===== config.mk =====
export PLATFORM = sky130hd
export DESIGN_NAME = auto_black_level_loop
export DESIGN_NICKNAME = d
export VERILOG_FILES = /design/src/black_loop_pkg.sv /design/src/auto_black_level_loop.sv /design/src/black_channel.sv
export SDC_FILE = /design/constraint.sdc
export NUM_CORES = 1
export LEC_CHECK = 0
export BUFFER_PORTS_ARGS = -buffer_cell sky130_fd_sc_hd__buf_4
export CORE_ASPECT_RATIO = 0.5
export CORE_MARGIN = 4
export CORE_UTILIZATION = 60
export CTS_BUF_LIST = sky130_fd_sc_hd__clkbuf_4 sky130_fd_sc_hd__clkbuf_8
export DETAILED_ROUTE_END_ITERATION = 7
export GPL_ROUTABILITY_DRIVEN = 0
export HOLD_SLACK_MARGIN = 0.1
export PLACE_DENSITY = 0.89
export SETUP_SLACK_MARGIN = 0.05
export SYNTH_ARGS = -nofsm -noshare
export SYNTH_HDL_FRONTEND = slang
export SYNTH_HIERARCHICAL = 1
export SYNTH_SLANG_ARGS = --single-unit

===== constraint.sdc =====
create_clock -name clk_sys -period 9.4 [get_ports clk_sys]
set_input_delay 0 -clock clk_sys [delete_from_list [all_inputs] [get_ports clk_sys]]
set_output_delay 0 -clock clk_sys [all_outputs]
set_load 0.005 [all_outputs]

===== src/black_loop_pkg.sv =====
// constants, field layout and helpers shared by the black level loop
package black_loop_pkg;

	// ----------------------------------------------------------------
	// register map
	// ----------------------------------------------------------------
	localparam logic [7:0] ADDR_CTRL   = 8'h08;
	localparam logic [7:0] ADDR_POS    = 8'h09;
	localparam logic [7:0] ADDR_TGT_LO = 8'h0A;
	localparam logic [7:0] ADDR_TGT_HI = 8'h0B;
	localparam logic [7:0] ADDR_OFS0   = 8'h0C;
	localparam logic [7:0] ADDR_STATUS = 8'h0F;

	// ----------------------------------------------------------------
	// reset values
	// ----------------------------------------------------------------
	localparam logic [7:0] CTRL_RESET = 8'h00;
	localparam logic [7:0] POS_RESET  = 8'h00;
	localparam logic [9:0] TGT_RESET  = 10'h000;
	localparam logic [7:0] OFS_RESET  = 8'h00;

	// ----------------------------------------------------------------
	// control register fields
	// ----------------------------------------------------------------
	localparam int MODE_LSB  = 0;
	localparam int INTEG_LSB = 2;
	localparam int PIX_LSB   = 4;
	localparam int LINES_LSB = 6;

	localparam logic [1:0] REF_SHIFT       = 2'h1;
	localparam logic [1:0] REF_CLAMP       = 2'h2;
	localparam logic [1:0] LINES_UNLIMITED = 2'h3;

	// ----------------------------------------------------------------
	// widths and offset limits
	// ----------------------------------------------------------------
	localparam int N_CH  = 3;
	localparam int ADC_W = 16;
	localparam int SUM_W = 21;
	localparam int OFS_W = 8;

	localparam logic signed [13:0] SAT_HI = 14'sh007F;
	localparam logic signed [13:0] SAT_LO = 14'sh3F80;
	localparam logic signed [7:0]  OFS_MAX = 8'sh7F;
	localparam logic signed [7:0]  OFS_MIN = 8'sh80;

	// ----------------------------------------------------------------
	// window sequencer states
	// ----------------------------------------------------------------
	typedef enum logic [1:0] {
		ST_IDLE = 2'b00,
		ST_WAIT = 2'b01,
		ST_WIN  = 2'b10
	} win_state_e;

	// ----------------------------------------------------------------
	// decoders
	// ----------------------------------------------------------------
	function automatic logic [2:0] pix_shift(input logic [1:0] sel);
		pix_shift = 3'h2 + {1'b0, sel};
	endfunction : pix_shift

	function automatic logic [4:0] pix_count_m1(input logic [1:0] sel);
		pix_count_m1 = 5'((6'h04 << sel) - 6'h01);
	endfunction : pix_count_m1

	function automatic logic [2:0] integ_shift(input logic [1:0] sel);
		integ_shift = 3'h3 + {1'b0, sel};
	endfunction : integ_shift

	function automatic logic [5:0] line_limit(input logic [1:0] sel);
		line_limit = 6'((7'h10 << sel) - 7'h01);
	endfunction : line_limit

endpackage : black_loop_pkg


===== src/auto_black_level_loop.sv =====
// automatic black level loop: registers, window timing, line counting
`timescale 1ns/100ps

// Functional notes
// - control mode 00 or 11 turns the loop off; offsets keep software values.
// - while enabled and active, each channel offset is rewritten once per line.
// - window timed from falling edge of shift pulse or input clamp pulse.
// - window starts a position-register count of pixel periods after that edge.
// - mode field 01 selects the shift pulse, 10 selects the clamp pulse.
// - converter output is sampled while the window is open and summed.
// - pixels averaged per line are 4, 8, 16 or 32 by a two-bit field.
// - 10-bit target compared with converter output above its four low bits.
// - after the last pixel, error is target minus average.
// - only error divided by 8, 16, 32 or 64 is added to offset.
// - line field runs loop for 15, 31, 63 lines or without limit.
// - after the selected line count the offsets stop changing.
// - unlimited setting updates every line while the loop is enabled.
// - correction is limited only by offset dac range; values stay inside.
module auto_black_level_loop (
	// clock and reset
	input  wire logic        clk_sys,
	input  wire logic        resetn,
	// register port
	input  wire logic        reg_wr,
	input  wire logic [7:0]  reg_addr,
	input  wire logic [7:0]  reg_wdata,
	output logic      [7:0]  reg_rdata,
	// timing references
	input  wire logic        line_shift_pulse,
	input  wire logic        input_clamp_pulse,
	input  wire logic        start_of_scan,
	// converter outputs
	input  wire logic [15:0] adc_red,
	input  wire logic [15:0] adc_green,
	input  wire logic [15:0] adc_blue,
	// loop outputs
	output logic             black_cal_window,
	output logic             loop_active,
	output logic      [7:0]  offset_red,
	output logic      [7:0]  offset_green,
	output logic      [7:0]  offset_blue
);

	// ----------------------------------------------------------------
	// state
	// ----------------------------------------------------------------
	typedef struct packed {
		logic [7:0]                 ctrl;
		logic [7:0]                 pos;
		logic [9:0]                 target;
		logic                       clamp_s1;
		logic                       clamp_s2;
		logic                       clamp_prev;
		logic                       shift_prev;
		black_loop_pkg::win_state_e state;
		logic [7:0]                 dly_cnt;
		logic [4:0]                 win_cnt;
		logic [5:0]                 line_cnt;
		logic                       active;
		logic [7:0]                 rdata;
	} loop_state_s;

	localparam loop_state_s LOOP_RESET = '{
		ctrl:       black_loop_pkg::CTRL_RESET,
		pos:        black_loop_pkg::POS_RESET,
		target:     black_loop_pkg::TGT_RESET,
		clamp_s1:   1'b0,
		clamp_s2:   1'b0,
		clamp_prev: 1'b0,
		shift_prev: 1'b0,
		state:      black_loop_pkg::ST_IDLE,
		dly_cnt:    8'h00,
		win_cnt:    5'h00,
		line_cnt:   6'h00,
		active:     1'b0,
		rdata:      8'h00
	};

	loop_state_s s_reg;
	loop_state_s s_next;

	logic [1:0]  mode_sel;
	logic [1:0]  integ_sel;
	logic [1:0]  pix_sel;
	logic [1:0]  lines_sel;
	logic        loop_en;
	logic        shift_fall;
	logic        clamp_fall;
	logic        ref_fall;
	logic        in_win;
	logic        win_first;
	logic        win_last;
	logic        update_fire;
	logic [2:0]  ofs_wr;
	logic [15:0] adc_ch [3];
	logic [7:0]  ofs_ch [3];

	// ----------------------------------------------------------------
	// control decode
	// ----------------------------------------------------------------
	assign mode_sel  = s_reg.ctrl[black_loop_pkg::MODE_LSB +: 2];
	assign integ_sel = s_reg.ctrl[black_loop_pkg::INTEG_LSB +: 2];
	assign pix_sel   = s_reg.ctrl[black_loop_pkg::PIX_LSB +: 2];
	assign lines_sel = s_reg.ctrl[black_loop_pkg::LINES_LSB +: 2];

	// loop runs only with a valid reference selected
	assign loop_en = (mode_sel == black_loop_pkg::REF_SHIFT) ||
		(mode_sel == black_loop_pkg::REF_CLAMP);

	assign shift_fall = s_reg.shift_prev & ~line_shift_pulse;
	assign clamp_fall = s_reg.clamp_prev & ~s_reg.clamp_s2;
	// reference edge chosen by the mode field
	assign ref_fall = (mode_sel == black_loop_pkg::REF_SHIFT) ? shift_fall :
		(mode_sel == black_loop_pkg::REF_CLAMP) ? clamp_fall : 1'b0;

	assign in_win    = (s_reg.state == black_loop_pkg::ST_WIN);
	assign win_first = in_win && (s_reg.win_cnt == black_loop_pkg::pix_count_m1(pix_sel));
	assign win_last  = in_win && (s_reg.win_cnt == 5'h00);
	// one offset update at the end of each line's window
	assign update_fire = win_last && loop_en && s_reg.active;

	// ----------------------------------------------------------------
	// next state
	// ----------------------------------------------------------------
	always_comb begin
		s_next            = s_reg;
		s_next.clamp_s1   = input_clamp_pulse;
		s_next.clamp_s2   = s_reg.clamp_s1;
		s_next.clamp_prev = s_reg.clamp_s2;
		s_next.shift_prev = line_shift_pulse;

		// register writes
		if (reg_wr) begin
			case (reg_addr)
				black_loop_pkg::ADDR_CTRL: begin
					s_next.ctrl = reg_wdata;
				end
				black_loop_pkg::ADDR_POS: begin
					s_next.pos = reg_wdata;
				end
				black_loop_pkg::ADDR_TGT_LO: begin
					s_next.target[7:0] = reg_wdata;
				end
				black_loop_pkg::ADDR_TGT_HI: begin
					s_next.target[9:8] = reg_wdata[1:0];
				end
				default: begin
				end
			endcase
		end

		// window sequencer
		case (s_reg.state)
			black_loop_pkg::ST_IDLE: begin
				if (ref_fall && s_reg.active) begin
					s_next.state   = black_loop_pkg::ST_WAIT;
					s_next.dly_cnt = s_reg.pos;
				end
			end
			black_loop_pkg::ST_WAIT: begin
				if (s_reg.dly_cnt == 8'h00) begin
					s_next.state   = black_loop_pkg::ST_WIN;
					s_next.win_cnt = black_loop_pkg::pix_count_m1(pix_sel);
				end else begin
					s_next.dly_cnt = s_reg.dly_cnt - 8'h01;
				end
			end
			black_loop_pkg::ST_WIN: begin
				if (s_reg.win_cnt == 5'h00) begin
					s_next.state = black_loop_pkg::ST_IDLE;
				end else begin
					s_next.win_cnt = s_reg.win_cnt - 5'h01;
				end
			end
			default: begin
				s_next.state = black_loop_pkg::ST_IDLE;
			end
		endcase

		// line counting after start of scan
		if (update_fire) begin
			s_next.line_cnt = s_reg.line_cnt + 6'h01;
			if (lines_sel != black_loop_pkg::LINES_UNLIMITED &&
				s_next.line_cnt == black_loop_pkg::line_limit(lines_sel)) begin
				s_next.active = 1'b0;
			end
		end
		if (start_of_scan) begin
			s_next.line_cnt = 6'h00;
			s_next.active   = 1'b1;
		end

		// read data
		case (reg_addr)
			black_loop_pkg::ADDR_CTRL:       s_next.rdata = s_reg.ctrl;
			black_loop_pkg::ADDR_POS:        s_next.rdata = s_reg.pos;
			black_loop_pkg::ADDR_TGT_LO:     s_next.rdata = s_reg.target[7:0];
			black_loop_pkg::ADDR_TGT_HI:     s_next.rdata = {6'h00, s_reg.target[9:8]};
			black_loop_pkg::ADDR_OFS0:       s_next.rdata = ofs_ch[0];
			black_loop_pkg::ADDR_OFS0 + 8'h01: s_next.rdata = ofs_ch[1];
			black_loop_pkg::ADDR_OFS0 + 8'h02: s_next.rdata = ofs_ch[2];
			black_loop_pkg::ADDR_STATUS:     s_next.rdata = {s_reg.active, in_win, s_reg.line_cnt};
			default:                         s_next.rdata = 8'h00;
		endcase
	end

	always_ff @(posedge clk_sys) begin
		if (!resetn) begin
			s_reg <= LOOP_RESET;
		end else begin
			s_reg <= s_next;
		end
	end

	// ----------------------------------------------------------------
	// channels
	// ----------------------------------------------------------------
	assign adc_ch[0] = adc_red;
	assign adc_ch[1] = adc_green;
	assign adc_ch[2] = adc_blue;

	for (genvar i = 0; i < black_loop_pkg::N_CH; i++) begin : g_ch
		assign ofs_wr[i] = reg_wr && (reg_addr == black_loop_pkg::ADDR_OFS0 + 8'(i));
		black_channel u_ch (
			.clk_sys     (clk_sys),
			.resetn      (resetn),
			.adc_data    (adc_ch[i]),
			.win_sample  (in_win),
			.win_first   (win_first),
			.update_fire (update_fire),
			.pix_sel     (pix_sel),
			.integ_sel   (integ_sel),
			.target      (s_reg.target),
			.man_wr      (ofs_wr[i]),
			.man_data    (reg_wdata),
			.offset      (ofs_ch[i])
		);
	end

	assign reg_rdata        = s_reg.rdata;
	assign black_cal_window = in_win;
	assign loop_active      = s_reg.active;
	assign offset_red       = ofs_ch[0];
	assign offset_green     = ofs_ch[1];
	assign offset_blue      = ofs_ch[2];

	// ----------------------------------------------------------------
	// checks
	// ----------------------------------------------------------------
	logic [8:0] edge_age;

	always_ff @(posedge clk_sys) begin
		if (!resetn) begin
			edge_age <= 9'h000;
		end else if (s_reg.state == black_loop_pkg::ST_IDLE && s_next.state == black_loop_pkg::ST_WAIT) begin
			edge_age <= 9'h000;
		end else if (edge_age != 9'h1FF) begin
			edge_age <= edge_age + 9'h001;
		end
	end

	AST_HOLD_OFF: assert property (@(posedge clk_sys) disable iff (!resetn)
		(!update_fire && ofs_wr == 3'h0)
		|=> $stable(ofs_ch[0]) && $stable(ofs_ch[1]) && $stable(ofs_ch[2]))
		else $error("offset changed without update or write");

	AST_LINE_STEP: assert property (@(posedge clk_sys) disable iff (!resetn)
		(update_fire && !start_of_scan) |=> s_reg.line_cnt == 6'($past(s_reg.line_cnt) + 6'h01))
		else $error("line count not advanced by update");

	AST_REF_EDGE: assert property (@(posedge clk_sys) disable iff (!resetn)
		(s_reg.state == black_loop_pkg::ST_IDLE ##1 s_reg.state == black_loop_pkg::ST_WAIT)
		|-> $past(ref_fall))
		else $error("window timing started without reference edge");

	AST_WIN_POS: assert property (@(posedge clk_sys) disable iff (!resetn)
		($rose(black_cal_window) && $stable(s_reg.pos)) |-> edge_age == {1'b0, s_reg.pos} + 9'h001)
		else $error("window start not at programmed position");

	AST_NO_REF: assert property (@(posedge clk_sys) disable iff (!resetn)
		(s_reg.state == black_loop_pkg::ST_IDLE && !loop_en) |=> s_reg.state != black_loop_pkg::ST_WAIT)
		else $error("window armed with invalid mode");

	AST_WIN_4: assert property (@(posedge clk_sys) disable iff (!resetn)
		($rose(black_cal_window) && pix_sel == 2'h0) |-> black_cal_window[*4] ##1 !black_cal_window)
		else $error("window not four pixels long");

	AST_WIN_8: assert property (@(posedge clk_sys) disable iff (!resetn)
		($rose(black_cal_window) && pix_sel == 2'h1) |-> black_cal_window[*8] ##1 !black_cal_window)
		else $error("window not eight pixels long");

	AST_LINE_STOP: assert property (@(posedge clk_sys) disable iff (!resetn)
		(update_fire && !start_of_scan && lines_sel == 2'h0 && s_reg.line_cnt == 6'h0E)
		|=> !loop_active ##1 !update_fire)
		else $error("loop still active after line limit");

	AST_UNLIMITED: assert property (@(posedge clk_sys) disable iff (!resetn)
		(update_fire && lines_sel == black_loop_pkg::LINES_UNLIMITED)
		|=> loop_active)
		else $error("unlimited loop stopped after an update");

	AST_SOS_CLEAR: assert property (@(posedge clk_sys) disable iff (!resetn)
		start_of_scan |=> (s_reg.line_cnt == 6'h00) && loop_active)
		else $error("start of scan did not restart line count");

endmodule : auto_black_level_loop


===== src/black_channel.sv =====
// one channel: black pixel averaging and offset integration
`timescale 1ns/100ps

module black_channel (
	// clock and reset
	input  wire logic                     clk_sys,
	input  wire logic                     resetn,
	// converter sample
	input  wire logic [15:0]              adc_data,
	// window control
	input  wire logic                     win_sample,
	input  wire logic                     win_first,
	input  wire logic                     update_fire,
	input  wire logic [1:0]               pix_sel,
	input  wire logic [1:0]               integ_sel,
	input  wire logic [9:0]               target,
	// manual offset write
	input  wire logic                     man_wr,
	input  wire logic [7:0]               man_data,
	// offset dac code
	output logic      [7:0]               offset
);

	typedef struct packed {
		logic [20:0] sum;
		logic [7:0]  offset;
	} chan_state_s;

	localparam chan_state_s CHAN_RESET = '{sum: 21'h000000,
		offset: black_loop_pkg::OFS_RESET};

	chan_state_s        s_reg;
	chan_state_s        s_next;
	logic [20:0]        sum_total;
	logic [15:0]        avg;
	logic signed [12:0] err;
	logic signed [12:0] step;
	logic signed [13:0] wide;

	always_comb begin
		s_next    = s_reg;
		// first sample restarts the sum, later ones accumulate
		sum_total = win_first ? 21'(adc_data) : s_reg.sum + 21'(adc_data);
		// average by shifting the sum by log2 of the count
		avg  = 16'(sum_total >> black_loop_pkg::pix_shift(pix_sel));
		// target minus average on the coarse scale
		err  = $signed({3'h0, target}) - $signed({1'b0, avg[15:4]});
		step = err >>> black_loop_pkg::integ_shift(integ_sel);
		wide = $signed({{6{s_reg.offset[7]}}, s_reg.offset}) + $signed({step[12], step});
		if (win_sample) begin
			s_next.sum = sum_total;
		end
		if (update_fire) begin
			// clip to the dac range instead of wrapping
			if (wide > black_loop_pkg::SAT_HI) begin
				s_next.offset = black_loop_pkg::OFS_MAX;
			end else if (wide < black_loop_pkg::SAT_LO) begin
				s_next.offset = black_loop_pkg::OFS_MIN;
			end else begin
				s_next.offset = wide[7:0];
			end
		end
		if (man_wr) begin
			s_next.offset = man_data;
		end
	end

	always_ff @(posedge clk_sys) begin
		if (!resetn) begin
			s_reg <= CHAN_RESET;
		end else begin
			s_reg <= s_next;
		end
	end

	assign offset = s_reg.offset;

	AST_STEP_UP: assert property (@(posedge clk_sys) disable iff (!resetn)
		(update_fire && !man_wr && step > 13'sh0000 && $signed(s_reg.offset) != black_loop_pkg::OFS_MAX)
		|=> $signed(s_reg.offset) > $signed($past(s_reg.offset)))
		else $error("offset did not rise on positive step");

	AST_SAT_HIGH: assert property (@(posedge clk_sys) disable iff (!resetn)
		(update_fire && !man_wr && wide > black_loop_pkg::SAT_HI)
		|=> $signed(s_reg.offset) == black_loop_pkg::OFS_MAX)
		else $error("offset not clipped at top");

endmodule : black_channel


==> metrics.txt <==
status completed; reg-to-reg critical path endpoint g_ch[2].u_ch/offset[1]$_SDFFE_PN0P_; Syn Inst Count ~2100; Resized cells post-CTS 0; min Tclk post-route 8.47 ns; Leakage 0.00791 µW; largest net degree at the start of global routing 80; Final period util 0.902; pre-CTS setup slack around 1.4 ns; CTS max path bufs 2; Top FF cell, synth dfxtp_1; Reg2Reg Setup Slack between 0.9 and 1 ns; share of layout cells above drive strength 1 0.117; Synth Register Bits roughly 150; Reg clk slew, reported paths about 0.10 ns; yosys warns 6; Worst Tran Pin Value 0.990 ns; Final Skew about 0.018 ns; Placement Cell Area 0.0171 mm²; setup ws final 0.925 ns; row cnt 42; gr ovfl total 0; post-synth top area cell dfxtp_1; clock net sink count about 150; Worst setup SP type flop; # DRC 0; worst hold start resetn; initial antenna violation count 0; syn_nets between 2000 and 2500; Avg WL per Cell about 18 µm; GRT Total Usage 0.287; design area 0.0182 mm²; multi-input logic area 0.0126 mm²; register area 0.00295 mm²; antenna cells 0; Overall Power between 1000 and 1500 µW; # H-tree levels 4; Slew headroom 0.337; setup repair after global routing missed its margin no; nature of the critical path endpoint flop; flip-flop count of the largest register after layout 63; Vias approximately 17000; Pre-antenna DRT Iters 7; Starting Density 0.617; die area between 0.03 and 0.04 mm²; CORE AREA between 0.02 and 0.03 mm²; Worst-Skew Late Latency around 0.5 ns; Max FO, Critical Path 23; dominant cells by area after synthesis dfxtp_1, ha_1, mux2i_1, a21oi_1, nand2_1; Area growth, synth to finish 10.1%; HPWL after DPL between 30000 and 40000 µm; Tightest Hold Check Type in -> reg; ports placed on the boundary roughly 100; power per cell area ~80 mW/mm²; CTS tree built; worst path required time 9.82 ns; Nets about 2400; CP arrival around 9 ns; Final setup viols 0; final hold vios 0; Slew Limit Fails 0; first-pass GRT wire length around 74000 µm; remaining antenna violation count 0; Fin Hold WS 0.134 ns; startpoint of the worst register-to-register path s_reg[17]$_SDFFE_PN0P_; worst IR drop on VDD a little over 0.1 mV; initial DRC count about 1800; clock buffer count from CTS 17; via count of the first global-routing pass roughly 15000; Die Ht 125 µm; Clk Tree Root Cell clkbuf_8; FILL cells roughly 2100; worst hold stages 2; Vias/cell ~6.6; Hold EP g_ch[2].u_ch/s_reg[26]$_SDFFE_PN0P_; # port buffers 103; Die X roughly 240 µm; Detailed Route WL 46000 µm; Setup Total Neg Slack 0 ns; max_cap viols 0; Post-synth EDFFs 0; Synth Area per Inst 7.81 µm²; FF-to-FF path depth 26; asr flop ratio synth 0; post-synthesis cell type count roughly 130; cell area after technology mapping around 0.017 mm²; Yosys top cell area share 0.178; Crit Path Category reg -> reg; post-CTS setup buffer count 0; FMAX roughly 120 MHz; sequential share of the synthesized area 0.178
[area by class of cell]
class | count | area share
inverters | 81 | 0.0168
flip-flops and latches | 147 | 0.162
multi-input cells | 1756 | 0.690
well taps | 352 | 0.0242
repair buffers | 181 | 0.0839
clock buffers | 19 | 0.0137
clock inverters | 13 | 0.00962
[repair_timing]
item / CTS / global route
hold buffers: 68 / 0
hold endpoints to repair: 115 / 0
endpoints found under the setup margin: 0 / 0
[metrics by stage]
| stage | std cells | util |
|---|---|---|
| floorplan | 2118 | - |
| global placement | 2449 | 0.638 |
| detailed placement | 2449 | 0.638 |
| CTS | 2549 | 0.680 |
| global route | 2549 | 0.680 |
| finish | 2549 | 0.680 |
[cell usage in the layout (no fill, tap or decap), drive strengths merged, types with 23 or more instances in the layout]
cell type,instances
dfxtp,147
nand2b,28
nand3,48
nor3,62
buf,113
nor2b,30
xor2,36
and2,35
xnor2,68
nand2,185
o211ai,43
a21o,38
mux2,23
o21ai,129
o211a,35
a21oi,196
inv,80
dlygate4sd3,68
a211oi,40
ha,135
mux2i,102
nor2,181
[synthesized netlist by cell type (16+ instances only)]
master      n
mux2i_1   102
a21oi_1   196
buf_4      33
o211a_1    34
and3_1     21
a211oi_1   33
clkbuf_1   71
nand3_1    46
nor2_1    179
inv_1      75
nand2_1   184
xor2_1     35
nor2b_1    30
a31oi_1    17
mux2_2     22
a22oi_1    20
o211ai_1   40
o21ai_1    16
a21o_1     37
xnor2_1    68
ha_1      135
o21ai_0   111
nor3_1     60
o21a_1     21
dfxtp_1   147
and2_1     33
nand2b_1   28
[how the worst max path moves through the flow]
stage | from | end | slack (ns) | cells past startpoint
after CTS | s_reg[17]$_SDFFE_PN0P_ | g_ch[2].u_ch/offset[1]$_SDFFE_PN0P_ | 1.25 | 30
after detailed placement | s_reg[28]$_SDFFE_PN0P_ | g_ch[2].u_ch/offset[1]$_SDFFE_PN0P_ | 1.38 | 31
final | s_reg[17]$_SDFFE_PN0P_ | g_ch[2].u_ch/offset[1]$_SDFFE_PN0P_ | 0.93 | 26
after global routing | s_reg[17]$_SDFFE_PN0P_ | g_ch[2].u_ch/offset[3]$_SDFFE_PN0P_ | 0.43 | 25
after floorplan | g_ch[1].u_ch/s_reg[8]$_SDFFE_PN0P_ | g_ch[1].u_ch/offset[0]$_SDFFE_PN0P_ | 2.09 | 30
after global placement | s_reg[28]$_SDFFE_PN0P_ | g_ch[0].u_ch/offset[5]$_SDFFE_PN0P_ | 1.59 | 29
[power by group]
part | total (µW) | internal [µW] | switching (µW)
combinational | 239 | 108 | 131
clock | 557 | 273 | 284
sequential | 625 | 623 | 1.49
[routing by layer]
| layer | track usage | part of all wire | up-vias |
|---|---|---|---|
| met1 | 0.367 | 0.43 | 7783 |
| li1 | - | - | 7978 |
| met4 | 0.107 | 0.035 | 0 |
| met2 | 0.480 | 0.45 | 798 |
| met3 | 0.0608 | 0.086 | 148 |
| met5 | 0 | 0 | - |
[critical path, stage by stage (launching register included)]
cell,delay [ns]
dfxtp_1,0.36
nor3_1,0.46
nand2_1,0.20
a21oi_4,0.69
clkinv_1,0.73
o21ai_0,0.62
mux2i_1,0.20
mux2i_1,0.25
ha_1,0.33
or2_2,0.33
o31a_1,0.12
a31oi_1,0.20
o21bai_1,0.12
xnor2_1,0.47
nor3_1,0.15
a2111oi_2,0.42
o211ai_1,0.20
ha_1,0.35
and2_1,0.14
o21ai_0,0.25
a31oi_1,0.22
a21o_1,0.23
a21oi_1,0.17
xor2_1,0.11
o41ai_2,0.72
a21oi_1,0.18
nor3_1,0.16
[kinds of logic (layout without fill, tap and decap cells)]
family | count (synthesis) | after routing | share of synthesized area
xor gates and xnor gates | 104 | 104 | 0.0562
muxes | 135 | 135 | 0.0910
adders and majority gates | 144 | 144 | 0.113
AOI/OAI and AO/OA | 708 | 708 | 0.303
buffers and inverters | 215 | 294 | 0.0631
DFF | 147 | 147 | 0.178
and+or+nand+nor | 665 | 665 | 0.196
(Power assumes the default switching activity.)
